--- config.mk ---
export PLATFORM = sky130hd
export DESIGN_NAME = dot_unit
export DESIGN_NICKNAME = d
export VERILOG_FILES = /design/src/logic/dot_pkg.sv /design/src/logic/dot_stall.sv /design/src/logic/dot_ext.sv /design/src/logic/dot_unit.sv
export VERILOG_INCLUDE_DIRS = /design/src /design/src/logic
export SDC_FILE = /design/constraint.sdc
export NUM_CORES = 1
export LEC_CHECK = 0
export BUFFER_PORTS_ARGS = -buffer_cell sky130_fd_sc_hd__buf_2
export CAP_MARGIN = 20
export CORE_AREA = 4 4 252 254
export DETAILED_ROUTE_END_ITERATION = 10
export DIE_AREA = 0 0 256 258
export GPL_TIMING_DRIVEN = 0
export PLACE_DENSITY = 0.56
export SLEW_MARGIN = 20
export SYNTH_ARGS = -nofsm -noshare
export SYNTH_HDL_FRONTEND = slang
export SYNTH_HIERARCHICAL = 1
export SYNTH_SLANG_ARGS = --single-unit
--- constraint.sdc ---
create_clock -name CLK_SYS -period 2.2 [get_ports CLK_SYS]
set_input_delay 0.33 -clock CLK_SYS [delete_from_list [all_inputs] [get_ports CLK_SYS]]
set_output_delay 0.33 -clock CLK_SYS [all_outputs]
set_load 0.02 [all_outputs]
--- src/logic/dot_cfg.svh ---
// constants for the dsp operand transfer unit
// Overview of operation
// [RULE_01] up to two memory transfers per instruction
// [RULE_02] transfers never touch status condition bits
// [RULE_03] parallel transfer uses 32-bit code, 16-bit words
// [RULE_04] double transfer uses 16-bit code, X/Y/both
// [RULE_05] x loads to x inputs, y loads to y inputs
// [RULE_06] memory stores source only from accumulators
// [RULE_07] word moves upper half, destination low zeroed
// [RULE_08] transfers execute regardless of operation condition
// [RULE_09] x/y transfers reach only x/y memories
// [RULE_10] single transfer: one move, never with alu
// [RULE_11] single addressing: x pointer plus two others
// [RULE_12] single transfers reach every memory area
// [RULE_13] any dsp register but status, guards independent
// [RULE_14] single uses internal buses, arbitrates with fetch
// [RULE_15] word load zero-fills low, sign-extends guard
// [RULE_16] longword moves 32 bits, guard sign-filled
// [RULE_17] guard store leaves top 24 bits undefined
// [RULE_18] word load to guard writes low byte
// [RULE_19] store right after data operation stalls once
// [RULE_20] program avoids double destination in one instruction
// [RULE_21] contended register result is undefined
// [RULE_22] status register moves only via system instructions
// [RULE_23] x and y writes land same cycle
`ifndef DOT_CFG_SVH
`define DOT_CFG_SVH
`define DOT_WORD_W 16
`define DOT_LONG_W 32
`define DOT_GUARD_W 8
`define DOT_GUARD_LSB 32
`define DOT_SIGN_BIT 31
`define DOT_UNDEF_TOP 24
`define DOT_STALL_CYCLES 1
`define DOT_RESET_REG 32'h00000000
`define DOT_RESET_GUARD 8'h00
`endif

--- src/logic/dot_pkg.sv ---
// types for the dsp operand transfer unit
package dot_pkg;
    // register select for single transfers
    typedef enum logic [3:0] {
        DOT_R_XIN0, DOT_R_XIN1, DOT_R_YIN0, DOT_R_YIN1,
        DOT_R_MUL0, DOT_R_MUL1, DOT_R_ACC0, DOT_R_ACC1,
        DOT_R_GRD0, DOT_R_GRD1, DOT_R_STATUS
    } dot_reg_t;
    typedef enum logic [1:0] {DOT_XY_NONE, DOT_XY_LOAD, DOT_XY_STORE} dot_dir_t;
    typedef struct packed {
        dot_dir_t dir;
        logic sel;       // load: input reg 0/1; store: accumulator 0/1
        logic [15:0] addr;
    } dot_xy_req_t;
    typedef struct packed {
        logic valid;
        logic load;
        logic longword;
        logic [1:0] ptr;  // 0 x pointer, 1/2 added pointers, 3 y pointer
        dot_reg_t reg_sel;
    } dot_single_t;
    typedef struct packed {
        logic valid;
        logic parallel;  // 32-bit code with data operation
        logic cond_false;
        dot_xy_req_t x;
        dot_xy_req_t y;
        dot_single_t single;
        logic dataop;    // this instruction ends in the dsp stage
    } dot_instr_t;
    typedef struct packed {
        logic [7:0] guard;
        logic [31:0] data;
    } dot_acc_t;
endpackage

--- src/logic/dot_stall.sv ---
// stall after data operation before store
`timescale 1ns/1ps
`include "dot_cfg.svh"
module dot_stall
    import dot_pkg::*;
(
    input wire logic clk,
    input wire logic reset_n,
    input wire logic issue,
    input wire logic dataop,
    input wire logic is_store,
    output logic stall
);
    logic prev_op_ff;
    logic nxt_prev_op;

    always_comb begin
        stall = issue && is_store && prev_op_ff; // RULE_19
        nxt_prev_op = prev_op_ff;
        if (stall) begin
            nxt_prev_op = 1'b0;
        end else if (issue) begin
            nxt_prev_op = dataop;
        end
    end

    always_ff @(posedge clk or negedge reset_n) begin
        if (!reset_n) begin
            prev_op_ff <= 1'b0;
        end else begin
            prev_op_ff <= nxt_prev_op;
        end
    end
endmodule // dot_stall

--- src/logic/dot_ext.sv ---
// load data shaping: word fill and guard sign extension
`timescale 1ns/1ps
`include "dot_cfg.svh"
module dot_ext
    import dot_pkg::*;
(
    input wire logic [31:0] bus_data,
    input wire logic longword,
    output logic [31:0] reg_val,
    output logic [7:0] guard_val
);
    always_comb begin
        if (longword) begin
            reg_val = bus_data; // RULE_16
        end else begin
            reg_val = {bus_data[15:0], 16'h0000}; // RULE_15
        end
        guard_val = {`DOT_GUARD_W{reg_val[`DOT_SIGN_BIT]}};
    end
endmodule // dot_ext

--- src/logic/dot_unit.sv ---
// dsp operand transfer unit top
`timescale 1ns/1ps
`include "dot_cfg.svh"
module dot_unit
    import dot_pkg::*;
#(
    parameter int XY_WORD_W = `DOT_WORD_W,
    parameter int GUARD_W = `DOT_GUARD_W
)
(
    input wire logic CLK_SYS,
    input wire logic RESET_N,
    input wire dot_instr_t INSTR,
    output logic STALL,
    // x and y memory ports
    output logic X_REQ,
    output logic X_WE,
    output logic [15:0] X_ADDR,
    output logic [15:0] X_WDATA,
    input wire logic [15:0] X_RDATA,
    output logic Y_REQ,
    output logic Y_WE,
    output logic [15:0] Y_ADDR,
    output logic [15:0] Y_WDATA,
    input wire logic [15:0] Y_RDATA,
    // internal bus
    input wire logic [31:0] PTR_X,
    input wire logic [31:0] PTR_A,
    input wire logic [31:0] PTR_B,
    output logic I_REQ,
    output logic I_WE,
    output logic I_LONG,
    output logic [31:0] I_ADDR,
    output logic [31:0] I_WDATA,
    input wire logic I_GRANT,
    input wire logic [31:0] I_RDATA,
    output logic I_DONE,
    output logic ILLEGAL,
    // alu result writes from the dsp stage
    input wire logic ALU_WE,
    input wire dot_reg_t ALU_DST,
    input wire logic [31:0] ALU_DATA,
    output logic [31:0] XIN0,
    output logic [31:0] XIN1,
    output logic [31:0] YIN0,
    output logic [31:0] YIN1,
    output logic [31:0] MUL0,
    output logic [31:0] MUL1,
    output dot_acc_t ACC0,
    output dot_acc_t ACC1
);
    // --------------------------------------------------------------
    // state
    // --------------------------------------------------------------
    logic [31:0] xin_ff [2];
    logic [31:0] yin_ff [2];
    logic [31:0] mul_ff [2];
    dot_acc_t acc_ff [2];
    logic [31:0] nxt_xin [2];
    logic [31:0] nxt_yin [2];
    logic [31:0] nxt_mul [2];
    dot_acc_t nxt_acc [2];
    logic xload_ff, yload_ff, xsel_ff, ysel_ff;
    logic nxt_xload, nxt_yload, nxt_xsel, nxt_ysel;
    typedef enum {SG_IDLE, SG_BUS} dot_sg_t;
    dot_sg_t sg_ff, nxt_sg;
    dot_single_t sreq_ff, nxt_sreq;
    logic [31:0] iaddr_ff, nxt_iaddr, iwdata_ff, nxt_iwdata;
    logic idone_ff, nxt_idone, ill_ff, nxt_ill;
    logic [31:0] ld_val;
    logic [7:0] ld_guard;
    logic any_store, issue, xy_ok;

    // --------------------------------------------------------------
    // elaboration checks
    // --------------------------------------------------------------
    // ports and register halves are fixed at one word
    // guard width must match the sign fill in dot_ext
    if (XY_WORD_W != `DOT_WORD_W || GUARD_W != `DOT_GUARD_W) begin : g_bad_width
        $error("unsupported word or guard width");
    end

    function automatic logic [31:0] reg_read(input dot_reg_t r,
        input logic [31:0] xi0, input logic [31:0] xi1,
        input logic [31:0] yi0, input logic [31:0] yi1,
        input logic [31:0] m0, input logic [31:0] m1,
        input dot_acc_t a0, input dot_acc_t a1);
        logic [31:0] v;
        v = 32'h00000000;
        unique case (r)
            DOT_R_XIN0: v = xi0;
            DOT_R_XIN1: v = xi1;
            DOT_R_YIN0: v = yi0;
            DOT_R_YIN1: v = yi1;
            DOT_R_MUL0: v = m0;
            DOT_R_MUL1: v = m1;
            DOT_R_ACC0: v = a0.data;
            DOT_R_ACC1: v = a1.data;
            // top 24 bits left as zero; software must not rely on them
            DOT_R_GRD0: v = {24'h000000, a0.guard}; // RULE_17
            DOT_R_GRD1: v = {24'h000000, a1.guard}; // RULE_17
            default: v = 32'h00000000;
        endcase
        return v;
    endfunction

    // --------------------------------------------------------------
    // issue and stall
    // --------------------------------------------------------------
    assign any_store = (INSTR.x.dir == DOT_XY_STORE) || (INSTR.y.dir == DOT_XY_STORE) ||
        (INSTR.single.valid && !INSTR.single.load);

    // single transfer holds issue while the internal bus is busy
    assign issue = INSTR.valid && (sg_ff == SG_IDLE);

    dot_stall u_stall (
        .clk(CLK_SYS),
        .reset_n(RESET_N),
        .issue(issue),
        .dataop(INSTR.dataop),
        .is_store(any_store),
        .stall(STALL)
    );

    // xy transfers are refused alongside a single one
    assign xy_ok = issue && !STALL && !INSTR.single.valid; // RULE_10

    dot_ext u_ext (
        .bus_data(I_RDATA),
        .longword(sreq_ff.longword),
        .reg_val(ld_val),
        .guard_val(ld_guard)
    );

    // --------------------------------------------------------------
    // x/y memory ports: combinational request, both in one cycle
    // --------------------------------------------------------------
    always_comb begin
        // condition of the parallel operation is ignored here
        X_REQ = xy_ok && (INSTR.x.dir != DOT_XY_NONE); // RULE_01 RULE_08 RULE_09
        Y_REQ = xy_ok && (INSTR.y.dir != DOT_XY_NONE); // RULE_01 RULE_04
        X_WE = X_REQ && (INSTR.x.dir == DOT_XY_STORE);
        Y_WE = Y_REQ && (INSTR.y.dir == DOT_XY_STORE);
        X_ADDR = INSTR.x.addr;
        Y_ADDR = INSTR.y.addr;
        // store source is an accumulator's upper word
        X_WDATA = acc_ff[INSTR.x.sel].data[31:16]; // RULE_06 RULE_07 RULE_03
        Y_WDATA = acc_ff[INSTR.y.sel].data[31:16]; // RULE_06 RULE_07
    end

    // --------------------------------------------------------------
    // single transfer sequencer
    // --------------------------------------------------------------
    always_comb begin
        nxt_sg = sg_ff;
        nxt_sreq = sreq_ff;
        nxt_iaddr = iaddr_ff;
        nxt_iwdata = iwdata_ff;
        nxt_idone = 1'b0;
        nxt_ill = 1'b0;
        unique case (sg_ff)
            SG_IDLE: begin
                if (issue && !STALL && INSTR.single.valid) begin
                    // status register and y pointer are not reachable
                    if (INSTR.single.reg_sel == DOT_R_STATUS || INSTR.single.ptr == 2'h3 ||
                        INSTR.single.reg_sel > DOT_R_STATUS) begin // RULE_22 RULE_11
                        nxt_ill = 1'b1;
                    end else begin
                        nxt_sg = SG_BUS;
                        nxt_sreq = INSTR.single;
                        unique case (INSTR.single.ptr)
                            2'h0: nxt_iaddr = PTR_X; // RULE_11 RULE_12
                            2'h1: nxt_iaddr = PTR_A;
                            default: nxt_iaddr = PTR_B;
                        endcase
                        nxt_iwdata = reg_read(INSTR.single.reg_sel, xin_ff[0], xin_ff[1],
                            yin_ff[0], yin_ff[1], mul_ff[0], mul_ff[1], acc_ff[0], acc_ff[1]);
                        if (!INSTR.single.longword) begin
                            if (INSTR.single.reg_sel == DOT_R_GRD0 ||
                                INSTR.single.reg_sel == DOT_R_GRD1) begin
                                nxt_iwdata = {16'h0000, nxt_iwdata[15:0]};
                            end else begin
                                nxt_iwdata = {16'h0000, nxt_iwdata[31:16]}; // RULE_15
                            end
                        end
                    end
                end
            end
            SG_BUS: begin
                // waits for the fetch arbiter to release the bus
                if (I_GRANT) begin // RULE_14
                    nxt_sg = SG_IDLE;
                    nxt_idone = 1'b1;
                end
            end
        endcase
    end

    assign I_REQ = (sg_ff == SG_BUS);
    assign I_WE = I_REQ && !sreq_ff.load;
    assign I_LONG = sreq_ff.longword;
    assign I_ADDR = iaddr_ff;
    assign I_WDATA = iwdata_ff;
    assign I_DONE = idone_ff;
    assign ILLEGAL = ill_ff;

    // --------------------------------------------------------------
    // register file next state
    // --------------------------------------------------------------
    always_comb begin
        logic ldone;
        ldone = (sg_ff == SG_BUS) && I_GRANT && sreq_ff.load;
        nxt_xin = xin_ff;
        nxt_yin = yin_ff;
        nxt_mul = mul_ff;
        nxt_acc = acc_ff;
        nxt_xload = X_REQ && !X_WE;
        nxt_yload = Y_REQ && !Y_WE;
        nxt_xsel = INSTR.x.sel;
        nxt_ysel = INSTR.y.sel;
        // alu writes first so a contended load wins; result undefined anyway
        if (ALU_WE) begin // RULE_21
            unique case (ALU_DST)
                DOT_R_XIN0: nxt_xin[0] = ALU_DATA;
                DOT_R_XIN1: nxt_xin[1] = ALU_DATA;
                DOT_R_YIN0: nxt_yin[0] = ALU_DATA;
                DOT_R_YIN1: nxt_yin[1] = ALU_DATA;
                DOT_R_MUL0: nxt_mul[0] = ALU_DATA;
                DOT_R_MUL1: nxt_mul[1] = ALU_DATA;
                DOT_R_ACC0: nxt_acc[0] = '{{8{ALU_DATA[31]}}, ALU_DATA};
                DOT_R_ACC1: nxt_acc[1] = '{{8{ALU_DATA[31]}}, ALU_DATA};
                default: ;
            endcase
        end
        // memory data arrives one cycle after request; x and y together
        if (xload_ff) begin
            nxt_xin[xsel_ff] = {X_RDATA, 16'h0000}; // RULE_05 RULE_07 RULE_23
        end
        if (yload_ff) begin
            nxt_yin[ysel_ff] = {Y_RDATA, 16'h0000}; // RULE_05 RULE_07 RULE_23
        end
        if (ldone) begin // RULE_13
            unique case (sreq_ff.reg_sel)
                DOT_R_XIN0: nxt_xin[0] = ld_val;
                DOT_R_XIN1: nxt_xin[1] = ld_val;
                DOT_R_YIN0: nxt_yin[0] = ld_val;
                DOT_R_YIN1: nxt_yin[1] = ld_val;
                DOT_R_MUL0: nxt_mul[0] = ld_val;
                DOT_R_MUL1: nxt_mul[1] = ld_val;
                DOT_R_ACC0: nxt_acc[0] = '{ld_guard, ld_val}; // RULE_15 RULE_16
                DOT_R_ACC1: nxt_acc[1] = '{ld_guard, ld_val};
                DOT_R_GRD0: nxt_acc[0].guard = I_RDATA[7:0]; // RULE_18
                DOT_R_GRD1: nxt_acc[1].guard = I_RDATA[7:0]; // RULE_18
                default: ;
            endcase
        end
    end

    always_ff @(posedge CLK_SYS or negedge RESET_N) begin
        if (!RESET_N) begin
            for (int i = 0; i < 2; i++) begin
                xin_ff[i] <= `DOT_RESET_REG;
                yin_ff[i] <= `DOT_RESET_REG;
                mul_ff[i] <= `DOT_RESET_REG;
                acc_ff[i] <= '{`DOT_RESET_GUARD, `DOT_RESET_REG};
            end
            xload_ff <= 1'b0;
            yload_ff <= 1'b0;
            xsel_ff <= 1'b0;
            ysel_ff <= 1'b0;
            sg_ff <= SG_IDLE;
            sreq_ff <= '0;
            iaddr_ff <= 32'h00000000;
            iwdata_ff <= 32'h00000000;
            idone_ff <= 1'b0;
            ill_ff <= 1'b0;
        end else begin
            xin_ff <= nxt_xin;
            yin_ff <= nxt_yin;
            mul_ff <= nxt_mul;
            acc_ff <= nxt_acc;
            xload_ff <= nxt_xload;
            yload_ff <= nxt_yload;
            xsel_ff <= nxt_xsel;
            ysel_ff <= nxt_ysel;
            sg_ff <= nxt_sg;
            sreq_ff <= nxt_sreq;
            iaddr_ff <= nxt_iaddr;
            iwdata_ff <= nxt_iwdata;
            idone_ff <= nxt_idone;
            ill_ff <= nxt_ill;
        end
    end

    // no status bits are held or driven here
    assign XIN0 = xin_ff[0]; // RULE_02
    assign XIN1 = xin_ff[1];
    assign YIN0 = yin_ff[0];
    assign YIN1 = yin_ff[1];
    assign MUL0 = mul_ff[0];
    assign MUL1 = mul_ff[1];
    assign ACC0 = acc_ff[0];
    assign ACC1 = acc_ff[1];
endmodule // dot_unit

==> results of run 1 <==
-- synthesized netlist by cell type, drive strengths merged (3+ instances only) --
library cell and instances:
a211oi 83, a21boi 3, a21o 6, a21oi 76, a221o 21, a221oi 8
a22o 10, a22oi 11, a31oi 4, and2 26, and3 72, and3b 3
buf 187, clkbuf 88, dfrtp 350, inv 11, mux2 62, mux2i 280
mux4 17, nand2 301, nand2b 11, nand3 9, nand3b 15, nor2 145
nor2b 8, nor3 13, nor3b 5, nor4 4, o211ai 7, o21ai 168
o221ai 8, o22ai 19, o31ai 130, or2 3, or3 3, or3b 7
-- flip-flops by register name (all words and copies together), names as in the netlist, 5 cells and up --
signal,count
ACC0,40
ACC1,40
I_ADDR,32
I_WDATA,32
MUL0,32
MUL1,32
XIN0,32
XIN1,32
YIN0,32
YIN1,32
sreq_ff,5
-- layer usage --
metal  routed length (um)  share of wire [%]  global-route usage (%)  vias up
li1                     -                  -                       -     9388
met1                48700                 38                    45.7    11400
met2                57600                 45                    58.5     1656
met3                14100                 11                    11.7      386
met4                 7020                5.5                    16.7       18
met5                  114              0.089                       0        -
-- tightest hold or removal path, cell delays in order --
cell	delay [ns]
buf_2	0.08
a21oi_1	0.05
o21ai_1	0.11
-- path summary, 6_finish.rpt --
kind                           start         end  slack [ns]
setup / recovery            INSTR[3]  I_WDATA[0]       -0.16
hold / removal             PTR_B[18]  I_ADDR[18]        0.03
setup reg to reg            sg_ff[0]  I_WDATA[7]       -0.07
hold reg to reg            I_ADDR[7]   I_ADDR[7]        0.48
max in group asynchronous    RESET_N    ACC0[35]        0.46
min in group asynchronous    RESET_N    YIN0[20]        0.31
-- cell families (layout without fill, tap and decap cells) --
logic type | after synthesis | count (layout) | share of synthesized area [%]
buffers and inverters | 286 | 1021 | 7.70
DFF | 350 | 350 | 41.3
and+or+nand+nor | 636 | 637 | 14.6
AOI/OAI and AO/OA | 574 | 574 | 18.1
muxes | 359 | 359 | 18.3
other | 0 | 6 | 0
-- through the flow --
step / std cells / power [W] / utilization (%)
2_1_floorplan: 2205 / 0.0160 / -
3_5_place_dp: 3606 / 0.0216 / 41.4
5_1_grt: 3732 / 0.0303 / 45.3
6_report: 3737 / 0.0294 / 45.3
3_3_place_gp: 3602 / 0.0214 / 41.2
4_1_cts: 3721 / 0.0291 / 44.9
-- repair_timing --
item                                    CTS  global route
hold endpoints to repair                 59             0
hold buffers                              5             0
pin swaps                                41            11
endpoints found under the setup margin  228           131
buffers inserted                         32            12
gates resized for setup                 127            40
cloned                                    5             1
-- placed cells by master (no fill, tap or decap), types with 19 or more instances in the layout --
cell and count:
buf_2 676, dfrtp_1 349, mux2i_1 276, nand2_1 274, nor2_1 133, o31ai_1 130, o21ai_0 130, buf_4 120
a211oi_1 81, clkbuf_1 80, and3_1 69, a21oi_1 64, mux2_2 59, clkbuf_16 45, o21ai_1 35, buf_6 33
and2_1 25, nand2_2 24, a221o_1 21, o22ai_1 19
-- power groups by stage --
stage	combinational, W	sequential (W)	clock [W]
2_1_floorplan	0.00413	0.0118	0
3_3_place_gp	0.0108	0.0107	0
3_5_place_dp	0.0109	0.0107	0
4_1_cts	0.0112	0.0106	0.00730
5_1_grt	0.0119	0.0109	0.00753
6_report	0.0113	0.0108	0.00728
-- area by class of cell --
cell class / instances / share of cell area, %
multi-input cells: 1570 / 40.1
flip-flops and latches: 350 / 31.6
repair buffers: 665 / 13.4
plain buffers: 271 / 6.17
clock buffers: 65 / 4.50
well taps: 790 / 3.56
clock inverters: 9 / 0.447
inverters: 11 / 0.158
diodes: 6 / 0.0541
==> results.json, run 1 <==
{
  "vias": 22800,
  "ff2ff_path_depth": 11,
  "switching_share_pct": 43.7,
  "register_area_um2": 8760,
  "power_switching_w": 0.0129,
  "synth_flop_cell": "dfrtp_1",
  "yosys_register_bits": 350,
  "setup_viol": 13,
  "syn_avg_cell_area_um2": 9.63,
  "tns_ns": -0.875,
  "power_density_nw_per_um2": 1060,
  "netlist_instances": 2205,
  "route.detailed.drc": 0,
  "grt_pass1_wl_mm": 177,
  "p_int_w": 0.0166,
  "hpwl_mm": 97.1,
  "synth_area_leader_cell": "dfrtp_1",
  "syn_nets": 2456,
  "dieArea_um2": 66000,
  "synth_area_um2": 21200,
  "maxSlewHeadroom_pct": 30.4,
  "worst-path-buf-inv": 4,
  "finalCriticalPeriod_ns": 2.36,
  "path_cells": "buf_2, buf_2, buf_2, buf_2, nor2_1, a221oi_2, o211ai_1",
  "tritoncts": "done",
  "status": "finished with violations",
  "core_area_um2": 61300,
  "combPwrFrac_pct": 38.5,
  "area_growth_pct": 30.7,
  "worst_setup_path_start_kind": "primary input",
  "async_flop_share_pct": 100,
  "die_h_um": 258,
  "rows": 91,
  "layout_setup_ws_ns": -0.162,
  "min_path_cells": 3,
  "cts_buffer_depth": 3,
  "n_fill_cell": 6115,
  "die_x_um": 256,
  "rsz0062_at_grt": "true",
  "cts_made_buffers": 42,
  "initialDrtViolationCount": 2770,
  "clkTransAtPathRegs_ns": 0.06,
  "cts_root_buffer": "clkbuf_16",
  "start_util_pct": 34.6,
  "ant_nets": 0,
  "netlist.area_leader.share_pct": 41.3,
  "holdWs_ns": 0.0255,
  "fin_skew_ns": 0.0330,
  "place_ws_ns": -1.19,
  "tightest_slew_ns": 1.04,
  "grt.total_usage_pct": 36.7,
  "worstSkewPairLatency_ns": 0.60,
  "htreeDepth": 2,
  "failed_checks": "setup timing",
  "ys_warn_count": 6,
  "gp_congestion": 0.989,
  "drive_gt1_share_pct": 37.7,
  "p_seq_share_pct": 36.7,
  "maxSlewViolCount": 0,
  "leakage_nw": 13.5,
  "multi_input_area_um2": 11100,
  "cp_slowest_cell": "a221oi_2",
  "slowest_delay_ns": 0.75,
  "grt_max_degree": 97,
  "yosysUniqueCellTypes": 78,
  "dr.pass1.iters": 5,
  "finalCritPeriodShare_pct": 107,
  "synth.area.top_cells": "dfrtp_1 (41%), mux2i_1 (13%), nand2_1 (5.3%), o31ai_1 (4.6%), o21ai_0 (3.6%)",
  "final_cell_area_um2": 27700,
  "nets": 3162,
  "yosysSeqAreaShare_pct": 41.3,
  "p_clk_share_pct": 24.7,
  "crit_path_end_kind": "register",
  "max_cap_violations": 0,
  "wl_per_cell_um": 34.1,
  "io_pins": 661,
  "crit_top_cell": "buf_2",
  "place_area_um2": 25400,
  "grt_pass1_vias": 22400,
  "routed_wl_mm": 128,
  "vdd_drop_max_mv": 0.539,
  "crit_required_ns": 2.64,
  "arrival_ns": 2.81,
  "overflow": 0,
  "final_hold_viol_count": 0,
  "vias_per_cell": 6.11,
  "worstSetupPathType": "primary input to register",
  "crit_family": "buffers and inverters",
  "hold_path_class": "primary input to register",
  "synth_edf_count": 0,
  "worstPathMaxFanout": 10,
  "path_depth": 7,
  "grt_antenna_before_repair": 17,
  "maxClockFrequency_mhz": 423,
  "portBuffers": 607,
  "cts_sinks": 350
}
Note: power is estimated with default switching activity, not from simulation.
==> run 2, diff against run 1 <==
Settings changed: ABC_AREA set to 1, PLACE_DENSITY 0.56 to 0.54.
==> run 2 against run 1 <==
  * The flow now finishes without violations
  * Final cell count grew 18%
  * Via count grew 7.0%
  * Clock skew shrank 0.0054 ns
  * Die area is the same
  * Critical path depth shrank 1
  * Hold slack gained 0.0073 ns
  * Routed wire length shrank 5.2%
  * Setup slack gained 0.22 ns
  * Clock power is essentially flat
  * Count of clock-buffer cells in the layout is the same
  * Utilization shrank 2.9 points
  * Critical path type is now register to output pin
  * Largest power group is now sequential cells
==> results.json, run 2 <==
{
  "io_pins": 661,
  "vias_per_cell": 5.57,
  "synth_fa_ha_area_share_pct": 0,
  "portBuffers": 624,
  "muxShareOfSynthArea_pct": 0.0999,
  "min_path_cells": 3,
  "crit_family": "buffers and inverters",
  "ys_warn_count": 6,
  "final_cell_mix": "nand2_1 (1147), buf_2 (678), o21ai_0 (433)",
  "syn_nets": 3124,
  "power_density_nw_per_um2": 1090,
  "synth_edf_count": 0,
  "arrival_ns": 1.81,
  "leakage_nw": 13.3,
  "min_from": "PTR_A[11]",
  "grt_antenna_before_repair": 13,
  "wl_per_cell_um": 27.5,
  "vias": 24400,
  "synth_top_family_by_area": "simple AND/OR/NAND/NOR gates",
  "route.detailed.drc": 0,
  "ant_nets": 0,
  "hpwl_mm": 94.7,
  "yosysUniqueCellTypes": 32,
  "finalCriticalPeriod_ns": 2.14,
  "maxSlewHeadroom_pct": 36.3,
  "cts_buffer_depth": 3,
  "crit_required_ns": 1.87,
  "synth_flop_cell": "dfrtp_1",
  "yosys.area_share.simple_pct": 29.1,
  "finalCritPeriodShare_pct": 97.3,
  "worst-path-buf-inv": 3,
  "layout_setup_ws_ns": 0.0598,
  "tightest_slew_ns": 0.955,
  "core_area_um2": 61300,
  "layout_commonest_cell": "nand2_1",
  "hold_path_class": "primary input to register",
  "cts_made_buffers": 43,
  "cp_slowest_cell": "dfrtp_1",
  "netlist_instances": 2873,
  "grt.total_usage_pct": 34.6,
  "slowest_delay_ns": 0.38,
  "synth_top_cells_by_count": "nand2_1 (1152), o21ai_0 (433), dfrtp_1 (350)",
  "tns_ns": 0,
  "fin_util_pct": 42.4,
  "timing.rr.end": "YIN1[28]",
  "crit_path_end_kind": "output pin",
  "worstSkewPairLatency_ns": 0.59,
  "worstSetupPathType": "register to output pin",
  "max_cap_violations": 0,
  "dr.pass1.iters": 5,
  "die_h_um": 258,
  "gp_congestion": 1.01,
  "r2r_start": "sg_ff[0]",
  "synth_area_um2": 20000,
  "synthXorXnorAreaFrac_pct": 0,
  "hold_end": "I_ADDR[11]",
  "path_cells": "buf_4, nor2_4, buf_4, nand3_4, nor2_4, buf_2",
  "start_util_pct": 32.7,
  "synth-compound-area-share_pct": 18.3,
  "status": "finished, final reports clean",
  "overflow": 0,
  "grt_max_degree": 93,
  "regToRegSetupSlack_ns": 0.11,
  "area_growth_pct": 29.6,
  "syn_avg_cell_area_um2": 6.98,
  "drive_gt1_share_pct": 24.8,
  "async_flop_share_pct": 100,
  "fin_skew_ns": 0.0276,
  "clkTransAtPathRegs_ns": 0.06,
  "worstPathMaxFanout": 6,
  "vdd_drop_max_mv": 0.528,
  "ff2ff_path_depth": 8,
  "final_hold_viol_count": 0,
  "initialDrtViolationCount": 3075,
  "holdWs_ns": 0.0328,
  "maxSlewViolCount": 0,
  "synth.area.top_cells": "dfrtp_1 (44%), nand2_1 (22%), o21ai_0 (11%), nand3_1 (4.1%), inv_1 (3.1%)",
  "routed_wl_mm": 121,
  "cts_root_buffer": "clkbuf_16",
  "netlist.area_leader.share_pct": 43.7,
  "rows": 91,
  "cts_sinks": 350,
  "htreeDepth": 2,
  "synth_area_leader_cell": "dfrtp_1",
  "setup_viol": 0,
  "dieArea_um2": 66000,
  "grt_pass1_wl_mm": 167,
  "nets": 3813,
  "place_ws_ns": -0.593,
  "die_x_um": 256,
  "tritoncts": "done",
  "maxClockFrequency_mhz": 467,
  "yosysSeqAreaShare_pct": 43.7,
  "yosys.cell_count.top_type": "nand2_1",
  "grt_pass1_vias": 22500,
  "worst_setup_path_start_kind": "register",
  "yosys_register_bits": 350
}
[run 2: cell count changes after synthesis, moves of 66 or more]
cell / delta
nand3_1: +160
o31ai_1: -130
nand2_1: +852
inv_1: +155
o21ai_0: +279
o211ai_1: +66
mux2i_1: -278
a211oi_1: -81
and3_1: -72
[run 2: worst register-to-register path: stages (launching register included)]
cell	delay (ns)
dfrtp_1	0.38
nand2_1	0.10
nor2_2	0.07
inv_2	0.07
nor2_2	0.06
nand3_1	0.15
buf_2	0.29
clkbuf_1	0.64
o21ai_0	0.18
[run 2: cells by family after synthesis]
| family | Yosys count |
|---|---|
| simple gates | 1476 |
| compound gates | 654 |
| buf+inv | 391 |
| flops | 350 |
| mux | 2 |
[run 2: cell type report]
type	count	area (um2)
fill	6667	35300
multi-input combinational	2132	9610
sequential	350	8760
timing repair buffer	644	3390
clock buffer	65	1320
buffer	215	1130
tap	790	988
inverter	176	674
clock inverter	10	80.1
antenna	9	22.5
[run 2: how the worst max path moves through the flow]
| stage | startpoint | endpoint | slack [ns] | cells after the start |
|---|---|---|---|---|
| after floorplan | sg_ff[0] | I_WDATA[10] | 0.15 | 11 |
| after global placement | RESET_N | ACC0[29] | -6.61 | 1 |
| after detailed placement | INSTR[4] | I_WDATA[15] | -0.59 | 13 |
| after CTS | sg_ff[0] | Y_REQ | 0.002 | 8 |
| after global routing | sg_ff[0] | X_REQ | -0.004 | 6 |
| final | sg_ff[0] | X_REQ | 0.06 | 6 |
[run 2: stage by stage]
step / power, W / cell area, um2 / instances
2_1_floorplan: 0.0154 / 20000 / 2873
3_3_place_gp: 0.0207 / 24200 / 4287
3_5_place_dp: 0.0207 / 24300 / 4291
4_1_cts: 0.0280 / 25800 / 4377
5_1_grt: 0.0293 / 26000 / 4389
6_report: 0.0282 / 26000 / 4391
[run 2: where the power goes]
part	switching (W)	internal, W
logic	0.00719	0.00316
registers	0.00230	0.00827
clock network	0.00307	0.00424
total	0.0126	0.0157
[run 2: what timing repair did]
action | 4_1_cts | 5_1_grt
pin swaps | 3 | 3
endpoints found under the setup margin | 224 | 219
gates resized for setup | 12 | 74
setup buffers | 5 | 5
endpoints found under the hold margin | 53 | 0
cloned | 0 | 0
hold buffers | 6 | 0
[run 2: metal layers]
metal	up-vias	track usage [%]	wire (um)
li1	10800	-	-
met5	-	0	21
met1	11800	46.1	48800
met3	273	8.19	12200
met2	1567	53.3	53300
met4	4	16.4	6580
